## src/mmc_unused_placeholder_never.sv

```systemverilog
/* Empty: no design code here. */

```

## src/mmc_pkg.sv

```systemverilog
/*
  Package of the monitor menu control: map, fields, codes, timing.
  Assumes one 40 MHz system clock.
*/
package mmc_pkg;

  // ------------------------------------------------------------------
  // Clock and timing
  // ------------------------------------------------------------------
  localparam int unsigned CLK_HZ        = 40_000_000; // System clock rate
  localparam int unsigned GESTURE_WIN_S = 5;          // Corner gesture window
  localparam int unsigned MENU_IDLE_S   = 30;         // Menu inactivity limit
  localparam int unsigned DEBOUNCE_MS   = 10;         // Switch settle time
  localparam int unsigned BLINK_MS      = 500;        // Lamp half period
  localparam int unsigned GESTURE_CYC   = GESTURE_WIN_S * CLK_HZ;
  localparam int unsigned MENU_IDLE_CYC = MENU_IDLE_S * CLK_HZ;
  localparam int unsigned DEBOUNCE_CYC  = DEBOUNCE_MS * (CLK_HZ / 1000);
  localparam int unsigned BLINK_CYC     = BLINK_MS * (CLK_HZ / 1000);

  // ------------------------------------------------------------------
  // Register map (byte addresses)
  // ------------------------------------------------------------------
  localparam logic [7:0] REG_CMD      = 8'h00; // W: menu command
  localparam logic [7:0] REG_STATUS   = 8'h04; // R: block state
  localparam logic [7:0] REG_VAL0     = 8'h08; // R: picture values
  localparam logic [7:0] REG_VAL1     = 8'h0c; // R: other values
  localparam logic [7:0] REG_IRQ_STAT = 8'h10; // R/W1C: sticky events
  localparam logic [7:0] REG_IRQ_MASK = 8'h14; // R/W: event mask

  // Command register fields
  localparam int CMD_CODE_LSB = 0;  // Command code, 4 bits
  localparam int CMD_ITEM_LSB = 8;  // Item number, 4 bits

  // Status register fields
  localparam int ST_MENU_BIT    = 0;  // Menu active
  localparam int ST_STATE_LSB   = 1;  // Menu state, 3 bits
  localparam int ST_USB_BIT     = 4;  // Touch link on USB
  localparam int ST_HIDE_BIT    = 5;  // Menu hidden
  localparam int ST_DIGITAL_BIT = 6;  // Digital video selected
  localparam int ST_NOSETUP_BIT = 7;  // No-setup message shown
  localparam int ST_GSTEP_LSB   = 8;  // Gesture progress, 2 bits
  localparam int ST_ITEM_LSB    = 12; // Open item, 4 bits
  localparam int ST_PEND_LSB    = 16; // Pending value, 8 bits

  // Interrupt event bits
  localparam int IRQ_W        = 5;
  localparam int EV_ENTER     = 0; // Menu opened
  localparam int EV_EXIT      = 1; // Menu closed by cancel command
  localparam int EV_TIMEOUT   = 2; // Menu closed by inactivity
  localparam int EV_SAVE      = 3; // Save requested
  localparam int EV_AUTO_DONE = 4; // Auto level adjust finished
  localparam logic [IRQ_W-1:0] IRQ_MASK_RST = 5'h00;

  // ------------------------------------------------------------------
  // Commands, items, corners
  // ------------------------------------------------------------------
  localparam logic [3:0] CMD_OPEN   = 4'h1; // Open item from top menu
  localparam logic [3:0] CMD_UP     = 4'h2; // Increase pending value
  localparam logic [3:0] CMD_DOWN   = 4'h3; // Decrease pending value
  localparam logic [3:0] CMD_SET    = 4'h4; // Apply pending value
  localparam logic [3:0] CMD_CANCEL = 4'h5; // Cancel button
  localparam logic [3:0] CMD_START  = 4'h6; // Start action item
  localparam logic [3:0] CMD_SAVE   = 4'h7; // Save and quit

  localparam int NUM_ITEMS = 11;
  localparam logic [3:0] IT_CONTRAST = 4'h0;
  localparam logic [3:0] IT_BLACK    = 4'h1;
  localparam logic [3:0] IT_HPOS     = 4'h2;
  localparam logic [3:0] IT_VPOS     = 4'h3;
  localparam logic [3:0] IT_HSIZE    = 4'h4; // horizontal_size_item
  localparam logic [3:0] IT_PHASE    = 4'h5;
  localparam logic [3:0] IT_LAMP     = 4'h6; // lamp_brightness_item
  localparam logic [3:0] IT_AUTO     = 4'h7; // auto_level_adjust
  localparam logic [3:0] IT_CLEAR    = 4'h8;
  localparam logic [3:0] IT_CLICK    = 4'h9; // 0 off, 1..7 level
  localparam logic [3:0] IT_TEXT     = 4'ha; // Text-mode resolution

  localparam logic [7:0] MAX_BYTE  = 8'hff; // Full-range items
  localparam logic [7:0] MAX_PHASE = 8'h1f; // 32 steps
  localparam logic [7:0] MAX_LAMP  = 8'h08; // 9 levels
  localparam logic [7:0] MAX_CLICK = 8'h07;
  localparam logic [7:0] MAX_TEXT  = 8'h01;
  localparam logic [7:0] DEF_MID   = 8'h80; // Picture default
  localparam logic [7:0] DEF_PHASE = 8'h10;
  localparam logic [7:0] DEF_LAMP  = 8'h08;
  localparam logic [7:0] DEF_OFF   = 8'h00; // Click and text mode off

  localparam logic [1:0] CORNER_NONE = 2'h0;
  localparam logic [1:0] CORNER_UL   = 2'h1;
  localparam logic [1:0] CORNER_UR   = 2'h2;
  localparam logic [1:0] CORNER_LR   = 2'h3;

  typedef enum logic [2:0] {MS_OFF, MS_TOP, MS_SET, MS_MSG, MS_AUTO}
    mmc_menu_t;

endpackage : mmc_pkg

```

## src/mmc_top.sv

```systemverilog
/*
  Monitor menu control: switches, lamp, corner gesture, menu, APB, irq.
  Assumes inputs synchronous to SYS_CLK_I except the debounced switches.
*/
// The APB slave port and the address map were decided locally.
// Functional notes
// - Switch off serial touch link, on USB
// - Menu-hide switch on suppresses menu entirely
// - Video switch on digital, off analog
// - Lamp colour from power, backlight, image
// - Three-corner gesture within five seconds opens menu
// - No touch forwarding while menu active
// - Leave menu on cancel or idle
// - Idle timeout keeps values being edited
// - Set applies value, save stores persistently
// - Phase adjust 32 steps, analog only
// - Backlight brightness nine levels
// - Digital input: analog items show message
// - Menu clear restores all defaults
// - Cancel discards pending, closes at top
// - Auto adjust runs then returns to top
// - Click sound with level, default off
// - Text-mode resolution option, default off
`timescale 1ns/1ps
`default_nettype none
module mmc_top
  import mmc_pkg::*;
#(
  parameter int unsigned GESTURE_CYCLES  = GESTURE_CYC,
  parameter int unsigned IDLE_CYCLES     = MENU_IDLE_CYC,
  parameter int unsigned DEBOUNCE_CYCLES = DEBOUNCE_CYC,
  parameter int unsigned BLINK_CYCLES    = BLINK_CYC
)(
  input  wire logic        SYS_CLK_I,
  input  wire logic        RESET_N_I,
  // APB slave
  input  wire logic        PSEL_I,
  input  wire logic        PENABLE_I,
  input  wire logic        PWRITE_I,
  input  wire logic [7:0]  PADDR_I,
  input  wire logic [31:0] PWDATA_I,
  output logic             PREADY_O,
  output logic      [31:0] PRDATA_O,
  output logic             PSLVERR_O,
  output logic             IRQ_O,
  // Setup switches, raw
  input  wire logic        TOUCH_LINK_SELECT_SWITCH_I,
  input  wire logic        MENU_HIDE_SWITCH_I,
  input  wire logic        VIDEO_INPUT_SELECT_SWITCH_I,
  // Panel state
  input  wire logic        POWER_ON_I,
  input  wire logic        BACKLIGHT_BURNT_I,
  input  wire logic        IMAGE_PRESENT_I,
  // Touch events and auto adjust handshake
  input  wire logic        TOUCH_VALID_I,
  input  wire logic [1:0]  TOUCH_CORNER_I,
  input  wire logic        AUTO_DONE_I,
  // Routing and state
  output logic             LINK_USB_O,
  output logic             VIDEO_DIGITAL_O,
  output logic             TOUCH_SERIAL_VALID_O,
  output logic             TOUCH_USB_VALID_O,
  output logic             MENU_ACTIVE_O,
  output logic             NOSETUP_MSG_O,
  output logic             AUTO_START_O,
  output logic             SAVE_REQ_O,
  output logic             LAMP_GREEN_O,
  output logic             LAMP_RED_O,
  // Values in effect
  output logic      [7:0]  CONTRAST_O,
  output logic      [7:0]  BLACK_LEVEL_O,
  output logic      [7:0]  HPOS_O,
  output logic      [7:0]  VPOS_O,
  output logic      [7:0]  HSIZE_O,
  output logic      [4:0]  PHASE_O,
  output logic      [3:0]  BACKLIGHT_O,
  output logic             CLICK_EN_O,
  output logic      [2:0]  CLICK_LEVEL_O,
  output logic             TEXT_MODE_O
);

  // ------------------------------------------------------------------
  // Parameter checks
  // ------------------------------------------------------------------
  if (GESTURE_CYCLES < 2 || IDLE_CYCLES < 2 || BLINK_CYCLES < 2)
    $error("mmc_top: counts below 2");
  if (DEBOUNCE_CYCLES < 1 || DEBOUNCE_CYCLES > 32'h00ff_ffff)
    $error("mmc_top: bad debounce");

  // ------------------------------------------------------------------
  // State
  // ------------------------------------------------------------------
  typedef struct packed {
    logic [2:0]            sw_s1;     // Synchroniser first stage
    logic [2:0]            sw_s2;     // Synchroniser second stage
    logic [2:0]            sw_db;     // Debounced switches
    logic [2:0][23:0]      db_cnt;    // Per-switch settle counters
    logic [31:0]           blink_div; // Lamp flash divider
    logic                  blink;     // Flash phase
    logic                  lamp_g;    // Lamp green element
    logic                  lamp_r;    // Lamp red element
    logic [1:0]            gstep;     // Corners seen so far
    logic [31:0]           gtmr;      // Gesture window timer
    mmc_menu_t             menu;      // Menu state
    logic [31:0]           idle;      // Inactivity timer
    logic [3:0]            item;      // Item being edited
    logic [7:0]            pend;      // Pending value
    logic [NUM_ITEMS-1:0][7:0] vals;  // Values in effect
    logic                  nosetup;   // Message flag
    logic                  auto_req;  // Auto adjust start pulse
    logic                  save_req;  // Save pulse
    logic [IRQ_W-1:0]      irq_st;    // Sticky events
    logic [IRQ_W-1:0]      irq_mk;    // Event mask
    logic [31:0]           prdata;    // Read data
    logic                  pslverr;   // Unmapped address
  } mmc_state_t;

  mmc_state_t q;  // Registered state
  mmc_state_t d;  // Next state

  // ------------------------------------------------------------------
  // Item helpers
  // ------------------------------------------------------------------
  // Upper bound of an item's value
  function automatic logic [7:0] item_max(input logic [3:0] it);
    unique case (it)
      IT_PHASE: item_max = MAX_PHASE;
      IT_LAMP:  item_max = MAX_LAMP;
      IT_CLICK: item_max = MAX_CLICK;
      IT_TEXT:  item_max = MAX_TEXT;
      default:  item_max = MAX_BYTE;
    endcase
  endfunction : item_max

  // Items that only mean something for analog video
  function automatic logic analog_only(input logic [3:0] it);
    analog_only = (it == IT_CONTRAST) || (it == IT_BLACK) ||
                  (it == IT_HSIZE) || (it == IT_PHASE) ||
                  (it == IT_AUTO);
  endfunction : analog_only

  // Factory value of every item
  function automatic logic [NUM_ITEMS-1:0][7:0] defaults();
    logic [NUM_ITEMS-1:0][7:0] v;
    v = '{default: DEF_MID};
    v[IT_PHASE] = DEF_PHASE;
    v[IT_LAMP]  = DEF_LAMP;
    v[IT_AUTO]  = DEF_OFF;
    v[IT_CLEAR] = DEF_OFF;
    v[IT_CLICK] = DEF_OFF;
    v[IT_TEXT]  = DEF_OFF;
    return v;
  endfunction : defaults

  // ------------------------------------------------------------------
  // Next-state logic
  // ------------------------------------------------------------------
  logic [2:0]       sw_raw;    // Raw switch levels
  logic             usb_sel;   // Debounced link select
  logic             hide;      // Debounced menu hide
  logic             digital;   // Debounced video select
  logic             acc;       // APB access phase
  logic             cmd_wr;    // Command written this cycle
  logic [3:0]       cmd;       // Command code
  logic [3:0]       cmd_it;    // Command item
  logic [IRQ_W-1:0] ev;        // Events this cycle
  logic [1:0]       step;      // Gesture step after expiry
  logic             activity;  // Touch or command in menu

  assign sw_raw  = {VIDEO_INPUT_SELECT_SWITCH_I, MENU_HIDE_SWITCH_I,
                    TOUCH_LINK_SELECT_SWITCH_I};
  assign usb_sel = q.sw_db[0];
  assign hide    = q.sw_db[1];
  assign digital = q.sw_db[2];
  assign acc     = PSEL_I && PENABLE_I;
  assign cmd_wr  = acc && PWRITE_I && (PADDR_I == REG_CMD);
  assign cmd     = PWDATA_I[CMD_CODE_LSB +: 4];
  assign cmd_it  = PWDATA_I[CMD_ITEM_LSB +: 4];

  always_comb
  begin
    d        = q;
    d.auto_req = 1'b0;
    d.save_req = 1'b0;
    ev       = '0;
    step     = q.gstep;
    activity = TOUCH_VALID_I || cmd_wr;

    // Synchronise and debounce: a change must hold the settle time
    d.sw_s1 = sw_raw;
    d.sw_s2 = q.sw_s1;
    for (int i = 0; i < 3; i++)
    begin
      if (q.sw_s2[i] == q.sw_db[i])
        d.db_cnt[i] = '0;
      else if (q.db_cnt[i] == 24'(DEBOUNCE_CYCLES - 1))
      begin
        d.sw_db[i]  = q.sw_s2[i];
        d.db_cnt[i] = '0;
      end
      else
        d.db_cnt[i] = q.db_cnt[i] + 24'h000001;
    end

    // Flash divider for the lamp
    if (q.blink_div == BLINK_CYCLES - 1)
    begin
      d.blink_div = '0;
      d.blink     = ~q.blink;
    end
    else
      d.blink_div = q.blink_div + 32'h0000_0001;

    // Lamp colour; orange lights both elements
    if (!POWER_ON_I)
    begin
      d.lamp_g = 1'b0;
      d.lamp_r = 1'b0;
    end
    else if (!BACKLIGHT_BURNT_I)
    begin
      d.lamp_g = 1'b1;
      d.lamp_r = !IMAGE_PRESENT_I;
    end
    else if (IMAGE_PRESENT_I)
    begin
      d.lamp_g = q.blink;
      d.lamp_r = !q.blink;
    end
    else
    begin
      d.lamp_g = q.blink;
      d.lamp_r = q.blink;
    end

    // APB setup phase: latch read data and error
    if (PSEL_I && !PENABLE_I)
    begin
      d.prdata  = '0;
      d.pslverr = 1'b0;
      unique case (PADDR_I)
        REG_CMD: ;   // Write only, reads zero
        REG_STATUS:
        begin
          d.prdata[ST_MENU_BIT]     = (q.menu != MS_OFF);
          d.prdata[ST_STATE_LSB +: 3] = q.menu;
          d.prdata[ST_USB_BIT]      = usb_sel;
          d.prdata[ST_HIDE_BIT]     = hide;
          d.prdata[ST_DIGITAL_BIT]  = digital;
          d.prdata[ST_NOSETUP_BIT]  = q.nosetup;
          d.prdata[ST_GSTEP_LSB +: 2] = q.gstep;
          d.prdata[ST_ITEM_LSB +: 4]  = q.item;
          d.prdata[ST_PEND_LSB +: 8]  = q.pend;
        end
        REG_VAL0:
          d.prdata = {q.vals[IT_VPOS], q.vals[IT_HPOS],
                      q.vals[IT_BLACK], q.vals[IT_CONTRAST]};
        REG_VAL1:
          d.prdata = {q.vals[IT_TEXT], q.vals[IT_CLICK],
                      q.vals[IT_LAMP], q.vals[IT_PHASE]};
        REG_IRQ_STAT: d.prdata[IRQ_W-1:0] = q.irq_st;
        REG_IRQ_MASK: d.prdata[IRQ_W-1:0] = q.irq_mk;
        default:      d.pslverr = 1'b1; // Unmapped address
      endcase
    end

    // APB writes take effect in the access phase
    if (acc && PWRITE_I)
    begin
      if (PADDR_I == REG_IRQ_STAT)
        d.irq_st = q.irq_st & ~PWDATA_I[IRQ_W-1:0];
      if (PADDR_I == REG_IRQ_MASK)
        d.irq_mk = PWDATA_I[IRQ_W-1:0];
    end

    // Corner gesture, only watched while the menu is closed
    if (q.menu == MS_OFF)
    begin
      if (q.gstep != 2'h0)
      begin
        if (q.gtmr == GESTURE_CYCLES - 1)
          step = 2'h0;
        else
          d.gtmr = q.gtmr + 32'h0000_0001;
      end
      d.gstep = step;
      if (TOUCH_VALID_I && TOUCH_CORNER_I != CORNER_NONE)
      begin
        if (TOUCH_CORNER_I == CORNER_UL)
        begin
          d.gstep = 2'h1;
          d.gtmr  = '0;
        end
        else if (step == 2'h1 && TOUCH_CORNER_I == CORNER_UR)
          d.gstep = 2'h2;
        else if (step == 2'h2 && TOUCH_CORNER_I == CORNER_LR)
        begin
          d.gstep = 2'h0;
          // Hidden menu: the gesture is used up with no effect
          if (!hide)
          begin
            d.menu = MS_TOP;
            d.idle = '0;
            ev[EV_ENTER] = 1'b1;
          end
        end
        else
          d.gstep = 2'h0;
      end
    end
    else
    begin
      d.gstep = 2'h0;
      d.gtmr  = '0;
      // Idle timer; auto adjust is excluded as it needs no touch
      if (activity || q.menu == MS_AUTO)
        d.idle = '0;
      else
        d.idle = q.idle + 32'h0000_0001;

      if (hide)
      begin
        d.menu    = MS_OFF;
        d.nosetup = 1'b0;
      end
      else if (!activity && q.menu != MS_AUTO &&
               q.idle == IDLE_CYCLES - 1)
      begin
        // Value being edited is kept, unlike a cancel
        if (q.menu == MS_SET && q.item != IT_AUTO &&
            q.item != IT_CLEAR)
          d.vals[q.item] = q.pend;
        d.menu    = MS_OFF;
        d.nosetup = 1'b0;
        ev[EV_TIMEOUT] = 1'b1;
      end
      else
      begin
        unique case (q.menu)
          MS_TOP:
            if (cmd_wr)
            begin
              if (cmd == CMD_OPEN && cmd_it < 4'(NUM_ITEMS))
              begin
                d.item = cmd_it;
                d.pend = q.vals[cmd_it];
                if (digital && analog_only(cmd_it))
                begin
                  d.menu    = MS_MSG;
                  d.nosetup = 1'b1;
                end
                else
                  d.menu = MS_SET;
              end
              else if (cmd == CMD_SAVE)
              begin
                d.save_req = 1'b1;
                d.menu     = MS_OFF;
                ev[EV_SAVE] = 1'b1;
              end
              else if (cmd == CMD_CANCEL)
              begin
                d.menu = MS_OFF;
                ev[EV_EXIT] = 1'b1;
              end
            end
          MS_SET:
            if (cmd_wr)
            begin
              if (cmd == CMD_UP && q.pend < item_max(q.item))
                d.pend = q.pend + 8'h01;
              else if (cmd == CMD_DOWN && q.pend != 8'h00)
                d.pend = q.pend - 8'h01;
              else if (cmd == CMD_SET && q.item != IT_AUTO &&
                       q.item != IT_CLEAR)
              begin
                d.vals[q.item] = q.pend;
                d.menu = MS_TOP;
              end
              else if (cmd == CMD_CANCEL)
                d.menu = MS_TOP;
              else if (cmd == CMD_START && q.item == IT_AUTO)
              begin
                d.auto_req = 1'b1;
                d.menu     = MS_AUTO;
              end
              else if (cmd == CMD_START && q.item == IT_CLEAR)
              begin
                d.vals = defaults();
                d.menu = MS_TOP;
              end
            end
          MS_MSG:
            if (cmd_wr && (cmd == CMD_CANCEL || cmd == CMD_SET))
            begin
              d.menu    = MS_TOP;
              d.nosetup = 1'b0;
            end
          MS_AUTO:
            if (AUTO_DONE_I)
            begin
              d.menu = MS_TOP;
              ev[EV_AUTO_DONE] = 1'b1;
            end
          default:
            d.menu = MS_OFF;
        endcase
      end
    end

    // Events win over a clear in the same cycle
    d.irq_st = d.irq_st | ev;
  end

  // ------------------------------------------------------------------
  // State register
  // ------------------------------------------------------------------
  always_ff @(posedge SYS_CLK_I)
  begin
    if (!RESET_N_I)
    begin
      q         <= '0;
      q.menu    <= MS_OFF;
      q.vals    <= defaults();
      q.irq_mk  <= IRQ_MASK_RST;
    end
    else
      q <= d;
  end

  // ------------------------------------------------------------------
  // Outputs
  // ------------------------------------------------------------------
  assign PREADY_O   = 1'b1;            // Zero wait states
  assign PRDATA_O   = q.prdata;
  assign PSLVERR_O  = q.pslverr && acc;
  assign IRQ_O      = |(q.irq_st & q.irq_mk);

  assign LINK_USB_O      = usb_sel;
  assign VIDEO_DIGITAL_O = digital;
  assign MENU_ACTIVE_O   = (q.menu != MS_OFF);
  // Touches go to the host only with the menu closed
  assign TOUCH_SERIAL_VALID_O = TOUCH_VALID_I && !MENU_ACTIVE_O &&
                                !usb_sel;
  assign TOUCH_USB_VALID_O    = TOUCH_VALID_I && !MENU_ACTIVE_O &&
                                usb_sel;
  assign NOSETUP_MSG_O   = q.nosetup;
  assign AUTO_START_O    = q.auto_req;
  assign SAVE_REQ_O      = q.save_req;
  assign LAMP_GREEN_O    = q.lamp_g;
  assign LAMP_RED_O      = q.lamp_r;

  assign CONTRAST_O    = q.vals[IT_CONTRAST];
  assign BLACK_LEVEL_O = q.vals[IT_BLACK];
  assign HPOS_O        = q.vals[IT_HPOS];
  assign VPOS_O        = q.vals[IT_VPOS];
  assign HSIZE_O       = q.vals[IT_HSIZE];
  assign PHASE_O       = q.vals[IT_PHASE][4:0];
  assign BACKLIGHT_O   = q.vals[IT_LAMP][3:0];
  assign CLICK_EN_O    = (q.vals[IT_CLICK] != 8'h00);
  assign CLICK_LEVEL_O = q.vals[IT_CLICK][2:0];
  assign TEXT_MODE_O   = q.vals[IT_TEXT][0];

endmodule : mmc_top
`default_nettype wire

```

## config.mk

```make
export PLATFORM = sky130hd
export DESIGN_NAME = mmc_top
export DESIGN_NICKNAME = d
export VERILOG_FILES = /design/src/mmc_unused_placeholder_never.sv /design/src/mmc_pkg.sv /design/src/mmc_top.sv
export SDC_FILE = /design/constraint.sdc
export NUM_CORES = 1
export LEC_CHECK = 0
export BUFFER_PORTS_ARGS = -buffer_cell sky130_fd_sc_hd__buf_2
export CAP_MARGIN = 20
export CORE_ASPECT_RATIO = 0.75
export CORE_MARGIN = 8
export CORE_UTILIZATION = 54
export CTS_CLUSTER_DIAMETER = 60
export DETAILED_ROUTE_END_ITERATION = 16
export GPL_TIMING_DRIVEN = 0
export PLACE_DENSITY = 0.77
export SETUP_SLACK_MARGIN = 0.2
export SLEW_MARGIN = 40
export SYNTH_ARGS = -nofsm -noshare
export SYNTH_HDL_FRONTEND = slang
export SYNTH_SLANG_ARGS = --single-unit
```

## constraint.sdc

```tcl
create_clock -name SYS_CLK_I -period 3.8 [get_ports SYS_CLK_I]
set_input_delay 0.19 -clock SYS_CLK_I [delete_from_list [all_inputs] [get_ports SYS_CLK_I]]
set_output_delay 0.19 -clock SYS_CLK_I [all_outputs]
set_load 0.05 [all_outputs]
```

# --- After elaboration in Yosys (flattened, before gate mapping) ---
# Index checks and enable logic that the tools add are counted.
classes:
  add_sub_neg: 8
  magnitude_cmp: 5
  n_eq_ne: 69
  n_mux: 98
  n_bitwise: 14
  reduce_logical: 71
ops:
  columns: ["operator", "count"]
  rows:
  - ["two-way mux 88 bit", 8]
  - ["two-way mux 35 bit", 5]
  - ["two-way mux 32 bit", 4]
  - ["adder 32 x 1 -> 32 bit (second input constant)", 3]
  - ["two-way mux 96 bit", 1]
  - ["two-way mux 89 bit", 1]
  - ["bitwise mux 88 bit", 1]
  - ["two-way mux 8 bit", 11]
  - ["adder 24 x 1 -> 24 bit (second input constant)", 3]
  - ["equality test 24 x 19 -> 1 bit (second input constant)", 3]
  - ["two-way mux 69 bit", 1]
  - ["two-way mux 3 bit", 15]
  - ["equality test 4 x 3 -> 1 bit (second input constant)", 10]
  - ["case mux 12 bit (3 select lines)", 1]
  - ["binary-select mux 8 bit (select 4 bit)", 1]
  - ["demux 8 bit (select 4 bit)", 1]
  - ["equality test 32 x 25 -> 1 bit (second input constant)", 1]
  - ["equality test 32 x 28 -> 1 bit (second input constant)", 1]
  - ["equality test 32 x 31 -> 1 bit (second input constant)", 1]
  - ["case mux 8 bit (2 select lines)", 2]
  - ["case mux 8 bit (4 select lines)", 1]
  - ["two-way mux 1 bit", 28]
  - ["logical AND 1 bit", 25]
  - ["inequality test 5 bit (second input constant)", 5]
  - ["62 further kinds", 132]
word_totals:
  reg_bits: 331
  in_bits: 55
  out_inout_bits: 99
  elab_cells: 301

# --- Logic depth before layout (Yosys ltp) ---
logic_depth:
  depth_word: 18
  ltp_mapped: 17
  depth_no_buf: 16

# --- Least setup slack after synthesis ---
# OpenSTA, ideal clock, no wires.
synth_path:
  kind: "register to register"
  startpoint: "register q[142] in the netlist's numbering"
  endpoint: "register q[141] in the netlist's numbering"
  arrival_time_ps: 3817
  required_time_ps: 3683
  path_slack_ps: -135
  path_stages_with_launch: 18
  cell_sequence: "dfxtp_1 > clkbuf_1 > nor2_1 > and2_1 > or2_2 > ha_1 > o21a_1 > o211ai_1 > o2111ai_1 > or2_2 > ha_1 > a21o_1 > a211oi_1 > o21ai_0 > o211ai_1 > xnor2_1 > a22o_1 > a32o_1"
synth_between:
  elab_chain_len: 12
synth_lines:
  columns: ["item", "line", "rtl"]
  rows:
  - ["start: declaration", "mmc_top.sv:118", "mmc_state_t q;"]
  - ["equality test 4 bit / equality test 4 x 3 -> 1 bit (equally long branches)", "mmc_top.sv:126", "unique case (it)"]
  - ["case mux 8 bit (4 select lines) *", "mmc_top.sv:126", null]
  - ["two-way mux 8 bit *", "mmc_top.sv:368", "if (cmd_wr)"]
  - ["two-way mux 8 bit *", "mmc_top.sv:339", "unique case (q.menu)"]
  - ["two-way mux 8 bit *", "mmc_top.sv:326", "else if (!activity && q.menu != MS_AUTO &&"]
  - ["two-way mux 8 bit *", "mmc_top.sv:321", "if (hide)"]
  - ["two-way mux 8 bit *", "mmc_top.sv:277", "if (q.menu == MS_OFF)"]
  - ["less-than comparator 8 bit *", "mmc_top.sv:370", "if (cmd == CMD_UP && q.pend < item_max(q.item))"]
  - ["logical AND 1 bit *", "mmc_top.sv:370", null]
  - ["two-way mux 8 bit", "mmc_top.sv:370", null]
  - ["two-way mux 96 bit", "mmc_top.sv:368", null]
  - ["case mux 8 bit (2 select lines)", "mmc_top.sv:339", null]
# Mark *: on every way between the ends. The rest lies on a longest branch, timed or not. The select of a mux whose other input is x is not followed.
# A chain may end at the register's enable or synchronous reset.

# --- Worst setup path after layout ---
layout_path:
  startpoint: "register q[143] in the netlist's numbering"
  endpoint: "register q[140] in the netlist's numbering"
# Same word-level chain as after synthesis.

==> impl_metrics.tcl <==
set metrics [dict create \
    cp_slowest_cell "fa_2" \
    final_hold_viol_count 0 \
    dieArea_sq_mm 0.0364 \
    worstPathArrival_ps 4230 \
    setup-tns-final_ps 0 \
    power.internal_mw 5.84 \
    cp-end-kind "register" \
    die_w_um 218 \
    slew_headroom_pct 42.5 \
    path_class "register to register" \
    vias 15400 \
    ir_drop_mv 0.226 \
    syn-num-nets 1998 \
    path_cells "buf_8 > and2_4 > and2_4 > or2_4 > ha_4 > o21a_1 > o211ai_1 > o2111ai_2 > buf_4 > or2_4 > fa_2 > a21o_1 > a21oi_2 > o21bai_1 > a21oi_1 > xnor2_1 > o21ai_1 > a21oi_1" \
    clkLatencyLatePin_ps 540 \
    power_leakage_nw 7.40 \
    cts_buffers 35 \
    pwr_density_cell_mw_per_mm2 395 \
    worstSetupStartpointType "register" \
    required_ps 4270 \
    core.rowCount 55 \
    gr-total-overflow 0 \
    holdWs_ps 22.2 \
    worst-path-buf-inv 2 \
    grt_max_degree 16 \
    cts_tree "built" \
    first_iter_violations 1904 \
    layout-drive-gt1-share_pct 17.8 \
    synth_area_sq_mm 0.0165 \
    syn_inst 1924 \
    synth_seq_cells 331 \
    r2r_slack_ps 40 \
    crit_fanout 4 \
    antenna_found_initial 6 \
    power_frac_comb_pct 5.0 \
    cp_num_cells 18 \
    finalSetupViolations 0 \
    dp_hpwl_mm 38.9 \
    grt_pass1_vias 14500 \
    vias_per_cell 6.05 \
    cts-root-buf "clkbuf_16" \
    synth_flop_cell "dfxtp_1" \
    h-tree-depth 2 \
    synth_enable_flop_cells 0 \
    finalNetCount 2189 \
    crit-reg2reg-launch "q[143]$_SDFFE_PN0P_" \
    post-route-min-period_ps 3760 \
    r2r_end "q[140]$_SDFFE_PN0P_" \
    period_share_pct 98.9 \
    place.gp.congestion 1.01 \
    netlist-cell-type-count 85 \
    ys_warn_count 0 \
    r2r.worst_path.cells 18 \
    coreArea_sq_mm 0.0301 \
    post_dp_cell_area_sq_mm 0.0176 \
    p_clk_share_pct 48.9 \
    hold_class "primary input to register" \
    ant_nets 0 \
    fmax_mhz 266 \
    fin_skew_ps 27.8 \
    synthArstFlopShare_pct 0 \
    power_switching_mw 1.77 \
    clkSlewWorstSetupHoldPaths_ps 70 \
    wirelength_mm 53.3 \
    max-cap-violations 0 \
    first_pass_iters 7 \
    critPathTopFamily "compound AO/OA/AOI/OAI gates" \
    crit_end "q[140]$_SDFFE_PN0P_" \
    grt_pass1_wl_mm 81.7 \
    synth.yosys.seq_area_share_pct 40.3 \
    clock_path_buffers 3 \
    wire_per_inst_um 21.0 \
    drv_slew 0 \
    worst_slew_pin_slew_ps 863 \
    final_cell_area_sq_mm 0.0193 \
    io-pin-count 154 \
    grtUsageTotal_pct 28.1 \
    die_h_um 167 \
    rsz0062_at_grt "true" \
    io_buffer_count 125 \
    cts.sinks 331 \
    start_util_pct 54.7 \
    nFillCells 2497 \
    startpoint "q[143]$_SDFFE_PN0P_" \
    avgSynthCellArea_sq_um 8.55 \
    switching_share_pct 23.3 \
    max_stage_delay_ps 410 \
    pwr-share-seq_pct 46.1 \
    syn_to_final_growth_pct 17.3 \
    post-route-drc-count 0 \
    fin_total_pwr_mw 7.62 \
    outcome "finished clean" \
]
-- worst register-to-register path, stage by stage, from the launching register on --
cell and delay [ps]:
dfxtp_2 320, buf_8 130, and2_4 140, and2_4 150, or2_4 240, ha_4 210
o21a_1 180, o211ai_1 250, o2111ai_2 170, buf_4 180, or2_4 280, fa_2 410
a21o_1 200, a21oi_2 150, o21bai_1 110, a21oi_1 160, xnor2_1 180, o21ai_1 90
a21oi_1 140
-- cells in the mapped netlist, types with 17 or more instances --
library cell	number	area, sq um
a21oi_1	79	395
and3_1	54	338
buf_4	91	683
clkbuf_1	77	289
dfxtp_1	331	6630
ha_1	18	225
inv_1	23	86.3
mux2i_1	68	681
nand2_1	130	488
nand3_1	119	596
nand4_1	33	206
nor2_1	256	961
nor3_1	43	215
nor4_1	28	175
o211ai_1	38	285
o21ai_0	131	656
or3_1	17	106
xnor2_1	52	455
xor2_1	79	692
-- worst min path at each step --
| stage | cells past startpoint | slack (ps) | end | from |
|---|---|---|---|---|
| 2_1_floorplan | 1 | 320 | d[325]$_SDFF_PN0_ | TOUCH_LINK_SELECT_SWITCH_I |
| 3_3_place_gp | 2 | 400 | d[327]$_SDFF_PN0_ | VIDEO_INPUT_SELECT_SWITCH_I |
| 3_5_place_dp | 2 | 420 | d[325]$_SDFF_PN0_ | TOUCH_LINK_SELECT_SWITCH_I |
| 4_1_cts | 3 | 10 | LAMP_GREEN_O$_SDFF_PN0_ | BACKLIGHT_BURNT_I |
| 5_1_grt | 3 | 20 | LAMP_GREEN_O$_SDFF_PN0_ | BACKLIGHT_BURNT_I |
| 6_report | 3 | 20 | LAMP_GREEN_O$_SDFF_PN0_ | BACKLIGHT_BURNT_I |
-- kinds of logic (layout without fill, tap and decap cells) --
kind of cell	Yosys count	after routing	synth area share, %
adder cells (fa/ha/maj)	19	19	1.49
AND/OR/NAND/NOR	802	803	24.5
other	1	4	0.0228
multiplexers	84	84	6.33
XOR/XNOR	131	131	6.97
AO/OA/AOI/OAI	350	350	13.4
flip-flops	331	331	40.3
buffers and inverters	206	422	6.97
-- final cells by class --
cell class | count | area, sq um | area share [%]
tap | 399 | 499 | 2.59
antenna | 3 | 7.51 | 0.0389
sequential | 331 | 6630 | 34.4
buffer | 183 | 1090 | 5.67
timing repair buffer | 153 | 855 | 4.43
inverter | 23 | 86.3 | 0.447
multi-input combinational | 1388 | 8880 | 46.0
clock inverter | 19 | 267 | 1.38
clock buffer | 44 | 972 | 5.04
-- stage by stage --
stage	utilization, %	instances	setup slack [ps]
floorplan	-	1924	213
global placement	58.6	2448	-167
detailed placement	58.6	2448	-253
CTS	63.7	2532	73.5
global route	64.2	2543	-41.9
finish	64.2	2543	40.4
-- flip-flops by register name (all words and copies together), names as in the netlist, 4 cells and up --
| name | count |
|---|---|
| PRDATA_O | 32 |
| HSIZE_O | 8 |
| PHASE_O | 5 |
| q | 235 |
| CONTRAST_O | 8 |
| VPOS_O | 8 |
| BLACK_LEVEL_O | 8 |
| HPOS_O | 8 |
| BACKLIGHT_O | 4 |
-- layout by cell type (no fill, tap or decap), types with 11 or more instances in the layout --
| cell | netlist | routed |
|---|---|---|
| a21oi_1 | 79 | 77 |
| and2_1 | 16 | 14 |
| and3_1 | 54 | 54 |
| buf_2 | 7 | 135 |
| buf_4 | 91 | 108 |
| clkbuf_1 | 77 | 78 |
| clkbuf_16 | 0 | 37 |
| dfxtp_1 | 331 | 329 |
| ha_1 | 18 | 12 |
| inv_1 | 23 | 23 |
| mux2i_1 | 68 | 68 |
| mux4_2 | 16 | 16 |
| nand2_1 | 130 | 130 |
| nand2b_1 | 14 | 13 |
| nand3_1 | 119 | 119 |
| nand3b_1 | 11 | 11 |
| nand4_1 | 33 | 33 |
| nor2_1 | 256 | 254 |
| nor2b_1 | 16 | 16 |
| nor3_1 | 43 | 43 |
| nor4_1 | 28 | 27 |
| o211ai_1 | 38 | 38 |
| o21a_1 | 11 | 11 |
| o21ai_0 | 131 | 126 |
| or3_1 | 17 | 17 |
| xnor2_1 | 52 | 50 |
| xor2_1 | 79 | 79 |
-- layer usage --
metal	GRT usage, %	routed length (um)	share of wire (%)
met5	0	35	0.066
met4	9.60	1650	3.1
met3	11.6	7150	13
met2	39.7	21800	41
met1	38.1	22700	43
-- what timing repair did --
action / in CTS / in global routing
pin swaps: 10 / 19
hold buffers: 8 / 0
resized for setup: 18 / 16
endpoints found under the hold margin: 8 / 0
buffers inserted: 12 / 6
setup endpoints to repair: 15 / 30
gates cloned: 1 / 0
-- power groups by stage --
stage / registers (mW) / logic, mW / clock network (mW)
2_1_floorplan: 3.58 / 0.239 / 0
3_3_place_gp: 3.59 / 0.354 / 0
3_5_place_dp: 3.59 / 0.360 / 0
4_1_cts: 3.51 / 0.370 / 3.75
5_1_grt: 3.51 / 0.402 / 3.90
6_report: 3.51 / 0.381 / 3.73
(Power assumes the default switching activity.)
